### config.mk
export PLATFORM = sky130hd
export DESIGN_NAME = hbsp_top
export DESIGN_NICKNAME = d
export VERILOG_FILES = /design/src/rtl/hbsp_pkg.sv /design/src/rtl/hbsp_top.sv
export VERILOG_INCLUDE_DIRS = /design/src /design/src/rtl
export SDC_FILE = /design/constraint.sdc
export NUM_CORES = 2
export LEC_CHECK = 0
export ABC_AREA = 1
export BUFFER_PORTS_ARGS = -buffer_cell sky130_fd_sc_hd__buf_2
export CAP_MARGIN = 15
export CORE_ASPECT_RATIO = 1.25
export CORE_UTILIZATION = 58
export CTS_BUF_LIST = sky130_fd_sc_hd__clkbuf_8
export DETAILED_ROUTE_END_ITERATION = 12
export PLACE_DENSITY = 0.74
export SLEW_MARGIN = 5
export SYNTH_ARGS = -nofsm -noshare
export SYNTH_HDL_FRONTEND = slang
export SYNTH_SLANG_ARGS = --single-unit
### constraint.sdc
create_clock -name clk_i -period 112.6 [get_ports clk_i]
set_input_delay 33.78 -clock clk_i [delete_from_list [all_inputs] [get_ports clk_i]]
set_output_delay 33.78 -clock clk_i [all_outputs]
set_load 0.1 [all_outputs]
### src/rtl/hbsp_consts.svh
// constants for the holding brake sequencer with pwm output
`ifndef HBSP_CONSTS_SVH
`define HBSP_CONSTS_SVH
`define HBSP_CLK_HZ        32'd10000000
`define HBSP_ADR_CTRL      4'h0
`define HBSP_ADR_DOUT      4'h1
`define HBSP_ADR_T1        4'h2
`define HBSP_ADR_T2        4'h3
`define HBSP_ADR_T3        4'h4
`define HBSP_ADR_T4        4'h5
`define HBSP_ADR_FREQ      4'h6
`define HBSP_ADR_DUTY      4'h7
`define HBSP_ADR_STAT      4'h8
`define HBSP_AUTO_BIT      2
`define HBSP_MANUAL_BIT    0
`define HBSP_FREQ_MIN      16'd50
`define HBSP_FREQ_MAX      16'd2000
`define HBSP_DUTY_MIN      7'd2
`define HBSP_DUTY_MAX      7'd100
`define HBSP_FREQ_RST      16'd1000
`define HBSP_DUTY_RST      7'd100
`define HBSP_CTRL_RST      32'h00000004
`define HBSP_TICK_CYC      16'd10000
`define HBSP_PCT_FULL      64'd100
`endif

### src/rtl/hbsp_pkg.sv
// types for the holding brake sequencer
package hbsp_pkg;
  typedef enum logic [2:0] {
    HBSP_IDLE    = 3'b000,
    HBSP_PRE     = 3'b001,
    HBSP_POST    = 3'b010,
    HBSP_RUN     = 3'b011,
    HBSP_STOP    = 3'b100,
    HBSP_ENGAGE  = 3'b101
  } hbsp_state_t;
  typedef struct packed {
    logic current_on;
    logic brake_released;
    logic motion_ok;
    logic stop_req;
  } hbsp_drive_t;
endpackage : hbsp_pkg

### src/rtl/hbsp_top.sv
// brake sequencer with pwm output and wishbone registers
//
// Added by the designer: the register addresses and register access over Wishbone.
`timescale 1ns/1ps
`include "hbsp_consts.svh"
////////////////////////////////////////////////////////////////////////////////
// Notes on behaviour
// - auto: release brake entering/in operation, and while stopping after a release until the first stop delay ends
// - ctrl bit 2 set selects automatic brake
// - bit 2 clear: digital output bit 0 drives brake
// - enable: current, delay, release, delay, run
// - disable: stop, delay, engage, delay, current off
// - released brake output is pwm
// - frequency in hertz, 50 to 2000 only
// - duty in percent, 2 to 100 only
// - duty 100 holds output steadily on
module hbsp_top #(
  parameter int TICK_CYC = `HBSP_TICK_CYC
) (
  input  wire logic        clk_i,
  input  wire logic        rst_i,
  input  wire logic        wb_cyc_i,
  input  wire logic        wb_stb_i,
  input  wire logic        wb_we_i,
  input  wire logic [5:2]  wb_adr_i,
  input  wire logic [3:0]  wb_sel_i,
  input  wire logic [31:0] wb_dat_i,
  output logic      [31:0] wb_dat_o,
  output logic             wb_ack_o,
  input  wire logic        enable_req_i,
  input  wire logic        standstill_i,
  output logic             brake_o,
  output logic             current_on_o,
  output logic             motion_ok_o,
  output logic             stop_req_o
);
  ////////////////////////////////////////////////////////////////////////////
  logic [31:0]           ctrl_reg;
  logic [31:0]           dout_reg;
  logic [15:0]           t1_reg;
  logic [15:0]           t2_reg;
  logic [15:0]           t3_reg;
  logic [15:0]           t4_reg;
  logic [15:0]           freq_reg;
  logic [6:0]            duty_reg;
  logic                  ack_reg;
  logic [31:0]           rdat_reg;
  logic [1:0]            en_sync_reg;
  logic [1:0]            ss_sync_reg;
  hbsp_pkg::hbsp_state_t state_reg;
  hbsp_pkg::hbsp_state_t state_next;
  logic [15:0]           ms_cnt_reg;
  logic [15:0]           wait_reg;
  logic [31:0]           pwm_cnt_reg;
  logic                  rel_seen_reg;
  hbsp_pkg::hbsp_drive_t drv_reg;
  hbsp_pkg::hbsp_drive_t drv_next;

  function automatic logic [31:0] merge(input logic [31:0] old, input logic [31:0] nw,
                                        input logic [3:0] sel);
    logic [31:0] r;
    r = old;
    for (int i = 0; i < 4; i++)
      if (sel[i]) r[i*8 +: 8] = nw[i*8 +: 8];
    return r;
  endfunction : merge

  // timer words only take the low half; a write to the upper lanes alone keeps them
  function automatic logic [15:0] take_low16(input logic [15:0] old, input logic [31:0] nw,
                                             input logic [3:0] sel);
    logic [15:0] r;
    r = old;
    if (sel[0] | sel[1]) begin
      r = nw[15:0];
    end
    return r;
  endfunction : take_low16

  // the whole written word must lie in range, so stray upper bits also refuse it
  function automatic logic in_range(input logic [31:0] val, input logic [31:0] lo,
                                    input logic [31:0] hi);
    return (val >= lo) && (val <= hi);
  endfunction : in_range

  wire         wr        = wb_cyc_i & wb_stb_i & wb_we_i & ~ack_reg;
  wire         rd        = wb_cyc_i & wb_stb_i & ~wb_we_i & ~ack_reg;
  wire  [31:0] wd_ctrl   = merge(ctrl_reg, wb_dat_i, wb_sel_i);
  wire  [31:0] wd_dout   = merge(dout_reg, wb_dat_i, wb_sel_i);
  wire  [31:0] wd_t1     = merge({16'h0000, t1_reg}, wb_dat_i, wb_sel_i);
  wire  [15:0] wd_t2     = take_low16(t2_reg, wb_dat_i, wb_sel_i);
  wire  [15:0] wd_t3     = take_low16(t3_reg, wb_dat_i, wb_sel_i);
  wire  [15:0] wd_t4     = take_low16(t4_reg, wb_dat_i, wb_sel_i);
  wire  [31:0] wd_freq   = merge({16'h0000, freq_reg}, wb_dat_i, wb_sel_i);
  wire  [31:0] wd_duty   = merge({25'h0000000, duty_reg}, wb_dat_i, wb_sel_i);
  wire         freq_ok   = in_range(wd_freq, 32'(`HBSP_FREQ_MIN), 32'(`HBSP_FREQ_MAX));
  wire         duty_ok   = in_range(wd_duty, 32'(`HBSP_DUTY_MIN), 32'(`HBSP_DUTY_MAX));
  wire         auto_mode = ctrl_reg[`HBSP_AUTO_BIT];
  wire         en_s      = en_sync_reg[1];
  wire         ss_s      = ss_sync_reg[1];

  // register bus, one wait state, unmapped reads give zero, writes dropped
  wire hit_ctrl = wr && (wb_adr_i == `HBSP_ADR_CTRL);
  wire hit_dout = wr && (wb_adr_i == `HBSP_ADR_DOUT);
  wire hit_t1   = wr && (wb_adr_i == `HBSP_ADR_T1);
  wire hit_t2   = wr && (wb_adr_i == `HBSP_ADR_T2);
  wire hit_t3   = wr && (wb_adr_i == `HBSP_ADR_T3);
  wire hit_t4   = wr && (wb_adr_i == `HBSP_ADR_T4);
  wire hit_freq = wr && (wb_adr_i == `HBSP_ADR_FREQ) && freq_ok;
  wire hit_duty = wr && (wb_adr_i == `HBSP_ADR_DUTY) && duty_ok;

  always_ff @(posedge clk_i) begin
    if (rst_i) begin
      ctrl_reg <= `HBSP_CTRL_RST;
    end else if (hit_ctrl) begin
      ctrl_reg <= wd_ctrl;
    end
  end

  always_ff @(posedge clk_i) begin
    if (rst_i) begin
      dout_reg <= 32'h00000000;
    end else if (hit_dout) begin
      dout_reg <= wd_dout;
    end
  end

  always_ff @(posedge clk_i) begin
    if (rst_i) begin
      t1_reg <= 16'h0000;
    end else if (hit_t1) begin
      t1_reg <= wd_t1[15:0];
    end
  end

  always_ff @(posedge clk_i) begin
    if (rst_i) begin
      t2_reg <= 16'h0000;
    end else if (hit_t2) begin
      t2_reg <= wd_t2;
    end
  end

  always_ff @(posedge clk_i) begin
    if (rst_i) begin
      t3_reg <= 16'h0000;
    end else if (hit_t3) begin
      t3_reg <= wd_t3;
    end
  end

  always_ff @(posedge clk_i) begin
    if (rst_i) begin
      t4_reg <= 16'h0000;
    end else if (hit_t4) begin
      t4_reg <= wd_t4;
    end
  end

  always_ff @(posedge clk_i) begin
    if (rst_i) begin
      freq_reg <= `HBSP_FREQ_RST;
    end else if (hit_freq) begin
      freq_reg <= wd_freq[15:0];
    end
  end

  always_ff @(posedge clk_i) begin
    if (rst_i) begin
      duty_reg <= `HBSP_DUTY_RST;
    end else if (hit_duty) begin
      duty_reg <= wd_duty[6:0];
    end
  end

  wire [31:0] rmux =
      (wb_adr_i == `HBSP_ADR_CTRL) ? ctrl_reg :
      (wb_adr_i == `HBSP_ADR_DOUT) ? dout_reg :
      (wb_adr_i == `HBSP_ADR_T1)   ? {16'h0000, t1_reg} :
      (wb_adr_i == `HBSP_ADR_T2)   ? {16'h0000, t2_reg} :
      (wb_adr_i == `HBSP_ADR_T3)   ? {16'h0000, t3_reg} :
      (wb_adr_i == `HBSP_ADR_T4)   ? {16'h0000, t4_reg} :
      (wb_adr_i == `HBSP_ADR_FREQ) ? {16'h0000, freq_reg} :
      (wb_adr_i == `HBSP_ADR_DUTY) ? {25'h0000000, duty_reg} :
      (wb_adr_i == `HBSP_ADR_STAT) ? {25'h0000000, state_reg, drv_reg.brake_released,
                                      drv_reg.current_on, drv_reg.motion_ok,
                                      drv_reg.stop_req} : 32'h00000000;

  always_ff @(posedge clk_i) begin
    if (rst_i) begin
      ack_reg  <= 1'b0;
      rdat_reg <= 32'h00000000;
    end else begin
      ack_reg  <= (wr | rd);
      rdat_reg <= rd ? rmux : 32'h00000000;
    end
  end
  assign wb_ack_o = ack_reg;
  assign wb_dat_o = rdat_reg;

  ////////////////////////////////////////////////////////////////////////////
  // enable request and standstill come from the drive core's other timing
  always_ff @(posedge clk_i) begin
    if (rst_i) begin
      en_sync_reg <= 2'b00;
      ss_sync_reg <= 2'b00;
    end else begin
      en_sync_reg <= {en_sync_reg[0], enable_req_i};
      ss_sync_reg <= {ss_sync_reg[0], standstill_i};
    end
  end

  // delays count in milliseconds; a new phase restarts the prescaler
  wire ms_tick   = (ms_cnt_reg == 16'(TICK_CYC - 1));
  wire wait_done = (wait_reg == 16'h0000);
  logic [15:0] wait_load;
  logic        load;

  always_comb begin
    state_next = state_reg;
    load       = 1'b0;
    wait_load  = 16'h0000;
    case (state_reg)
      hbsp_pkg::HBSP_IDLE: if (en_s) begin
        state_next = hbsp_pkg::HBSP_PRE;
        load = 1'b1;
        wait_load = t3_reg;
      end
      hbsp_pkg::HBSP_PRE: if (!en_s) begin
        state_next = hbsp_pkg::HBSP_STOP;
      end else if (wait_done) begin
        state_next = hbsp_pkg::HBSP_POST;
        load = 1'b1;
        wait_load = t4_reg;
      end
      hbsp_pkg::HBSP_POST: if (!en_s) begin
        state_next = hbsp_pkg::HBSP_STOP;
      end else if (wait_done) begin
        state_next = hbsp_pkg::HBSP_RUN;
      end
      hbsp_pkg::HBSP_RUN: if (!en_s) begin
        state_next = hbsp_pkg::HBSP_STOP;
      end
      hbsp_pkg::HBSP_STOP: if (ss_s) begin
        state_next = hbsp_pkg::HBSP_ENGAGE;
        load = 1'b1;
        wait_load = t1_reg;
      end
      hbsp_pkg::HBSP_ENGAGE: if (wait_done) begin
        state_next = hbsp_pkg::HBSP_IDLE;
        load = 1'b1;
        wait_load = t2_reg;
      end
      default: state_next = hbsp_pkg::HBSP_IDLE;
    endcase
  end

  // second-delay phase: idle with nonzero wait keeps current on, brake on
  always_ff @(posedge clk_i) begin
    if (rst_i) begin
      state_reg  <= hbsp_pkg::HBSP_IDLE;
      ms_cnt_reg <= 16'h0000;
      wait_reg   <= 16'h0000;
    end else begin
      state_reg  <= state_next;
      ms_cnt_reg <= (load | ms_tick) ? 16'h0000 : ms_cnt_reg + 16'h0001;
      if (load) wait_reg <= wait_load;
      else if (ms_tick && !wait_done) wait_reg <= wait_reg - 16'h0001;
    end
  end

  ////////////////////////////////////////////////////////////////////////////
  // pwm period in cycles, recomputed live; division done once per cycle
  wire [31:0] period   = `HBSP_CLK_HZ / {16'h0000, freq_reg};
  wire [31:0] on_time  = 32'((64'(period) * 64'(duty_reg)) / `HBSP_PCT_FULL);
  wire        pwm_wave = (duty_reg == `HBSP_DUTY_MAX) ? 1'b1 : (pwm_cnt_reg < on_time);
  wire        pwm_wrap = (pwm_cnt_reg >= period - 32'd1);
  // the brake stays released while the shaft comes to rest and through the
  // first stop delay, but only if it was ever lifted: an enable withdrawn
  // during the pre-release delay must never release it
  wire in_release    = (state_reg == hbsp_pkg::HBSP_POST) ||
                       (state_reg == hbsp_pkg::HBSP_RUN);
  wire in_leave      = (state_reg == hbsp_pkg::HBSP_STOP) ||
                       (state_reg == hbsp_pkg::HBSP_ENGAGE);
  wire released_auto = in_release || (in_leave && rel_seen_reg);
  wire released      = auto_mode ? released_auto : dout_reg[`HBSP_MANUAL_BIT];

  assign drv_next = '{current_on:     (state_reg != hbsp_pkg::HBSP_IDLE) || !wait_done,
                      brake_released: released & pwm_wave,
                      motion_ok:      (state_next == hbsp_pkg::HBSP_RUN),
                      stop_req:       (state_next == hbsp_pkg::HBSP_STOP)};

  always_ff @(posedge clk_i) begin
    if (rst_i) begin
      pwm_cnt_reg  <= 32'h00000000;
      rel_seen_reg <= 1'b0;
      drv_reg      <= hbsp_pkg::hbsp_drive_t'(4'h0);
    end else begin
      pwm_cnt_reg  <= (!released || pwm_wrap) ? 32'h00000000 : pwm_cnt_reg + 32'd1;
      rel_seen_reg <= released_auto;
      drv_reg      <= drv_next;
    end
  end
  assign brake_o      = drv_reg.brake_released;
  assign current_on_o = drv_reg.current_on;
  assign motion_ok_o  = drv_reg.motion_ok;
  assign stop_req_o   = drv_reg.stop_req;
endmodule : hbsp_top

==> impl_metrics.ini <==
[run_status]
outcome = completed

[setup_path]
endpoint_kind = flip-flop
startpoint_type = flip-flop
cpMostUsedCell = nand2_1
r2r-start = freq_reg[0]
r2r_slack_ns = 12.61
rr_worst_depth = 693
critPathArrivalTime_ns = 100.53
rr_endpoint = brake_o
crit_buf_inv = 87
crit_slowest_cell = a21oi_1
crit_cells = 693
cp_max_fo = 36
crit_type = flip-flop to flip-flop
crit_required_ns = 113.14
critPathTopFamily = simple AND/OR/NAND/NOR gates
cpPeakStageDelay_ns = 0.55

[cts]
cts_tree = built
numCtsBuffers = 45
cts_root_buf = clkbuf_8
path_clk_slew_ns = 0.06
clock_latency_ns = 0.62
cts_sinks = 260
clock_path_buffers = 3
cts_max_level = 2

[yosys]
yosysUniqueCellTypes = 96
ys_seq_elements = 260
synthFlopType = dfxtp_1
syn_area_per_cell_um2 = 6.45
yosysTopAreaCellShare = 0.130
yosysSeqAreaShare = 0.109
synthArstFlopShare = 0
syn_area_mm2 = 0.0478
synth_nets = 8094
syn_inst = 7413
synth_most_common_cell = nand2_1
synth-edff-count = 0
synth_area_leader_cell = nand2_1
yosys-top-cells-area = nand2_1, ha_1, dfxtp_1, inv_1, fa_1
netlist_top_cells_count = nand2_1, inv_1, a21oi_1
yosysWarnings = 0

[cells_and_area]
design_area_mm2 = 0.0496
layout.nets = 8071
syn2layout_area_growth_pct = 3.89
layout-drive-gt1-share = 0.116

[drt]
routed-wl-met2_um = 63000
vias = 47500
antenna_left = 0
vias_per_cell = 5.59
drc = 0
wirelength_um = 134000
wl_met3_um = 9110
drtIter0Drc = 3338
dr.pass1.iters = 8
wl_per_cell_um = 15.8
highest_layer = met5
wl_met1_um = 56700

[floorplanning]
fp-row-count = 117
ios = 84
dieArea_mm2 = 0.0835
core_area_mm2 = 0.0815
die_w_um = 259
initial_core_util = 0.586
die-height_um = 323

[grt]
grt_pass1_vias = 45400
grt_pass1_wl_um = 221000
overflow = 0
grt_max_degree = 69
grt_usage = 0.318
antenna_found_initial = 3

[sta]
finalSetupViolCount = 0
fin_crit_sh = 0.888
max_freq_mhz = 10.0
setup_tns_ns = 0
fin_skew_ns = 0.0348
rsz0062_at_grt = no
maxSlewHeadroom = 0.285
drv_slew = 0
worst_pin_slew_ns = 1.07
finalHoldViolations = 0
period_needed_ns = 99.99

[placed_design]
post-dp-hpwl_um = 107000
portBuffers = 83
gp_congestion = 0.993
dpl_cell_area_mm2 = 0.0487

[min_path]
hold_depth = 2
worstHoldEndpoint = ss_sync_reg[1]
worstHoldPathType = flip-flop to flip-flop
hp-start = ss_sync_reg[0]

[run]
maxCapViolCount = 0
-- cells by family (layout without fill, tap and decap cells) --
group,count (synthesis),after routing,share of synthesized area
flip-flops,260,260,0.109
buffers and inverters,1353,1361,0.119
AND/OR/NAND/NOR,3250,3250,0.322
other,0,1,0
multiplexers,4,4,0.00110
XOR/XNOR,444,444,0.0838
AO/OA/AOI/OAI,1468,1468,0.176
adder cells (fa/ha/maj),634,634,0.189
-- how the worst max path moves through the flow --
stage | slack [ns] | to | startpoint
after global placement | 16.25 | brake_o | freq_reg[0]
after detailed placement | 12.80 | brake_o | freq_reg[0]
final | 12.61 | brake_o | freq_reg[0]
after global routing | 0.05 | brake_o | freq_reg[0]
after floorplan | 22.44 | brake_o | freq_reg[0]
after CTS | 12.58 | brake_o | freq_reg[0]
-- what timing repair did --
item                                    in CTS  in global routing
buffers inserted                             0                  0
hold buffers                                 0                  0
endpoints found under the setup margin       0                  1
gates resized for setup                      0                  2
-- final cells by class --
| type | instances | area, um2 |
|---|---|---|
| well taps | 1071 | 1340 |
| inverters | 1152 | 4470 |
| repair buffers | 131 | 778 |
| clock buffers | 56 | 771 |
| flip-flops and latches | 260 | 5210 |
| clock inverters | 22 | 145 |
| fillers | 7875 | 31900 |
| multi-input cells | 5800 | 36900 |
| diodes | 1 | 2.50 |
-- cell usage in the layout (no fill, tap or decap), drive strengths merged, types with 19 or more instances in the layout --
cell	netlist	final
a21oi	596	596
o21ai	538	538
o31ai	21	21
o211ai	28	28
dfxtp	260	260
clkbuf	158	56
nand3	410	410
a211oi	46	46
a21o	23	23
buf	42	131
nand4	121	121
clkinv	15	21
fa	149	149
nor3b	24	24
xor2	291	291
a31oi	22	22
nor4	19	19
inv	1132	1144
nand2	1944	1944
nor3	91	91
nor2	598	598
o21bai	103	103
xnor2	153	153
ha	485	485
-- worst min-delay path: stages (launching register included) --
cell     delay [ns]
dfxtp_1        0.29
inv_1          0.04
nor2_1         0.03
-- through the flow --
stage	std cells	hold WS (ns)	setup slack, ns	utilization
2_1_floorplan	7413	0.388	22.44	-
3_3_place_gp	8414	0.397	16.25	0.597
3_5_place_dp	8414	0.403	12.80	0.597
4_1_cts	8492	0.395	12.58	0.609
5_1_grt	8492	0.419	0.0529	0.609
6_report	8493	0.390	12.61	0.609
-- metal layers --
layer,global-route usage,up-vias
met1,0.391,21600
li1,-,24100
met4,0.126,2
met5,0,-
met3,0.0421,339
met2,0.559,1415
Power is left out: the tool's default activity adds up to more than one toggle a clock period on the data nets, which glitch-free logic cannot reach.
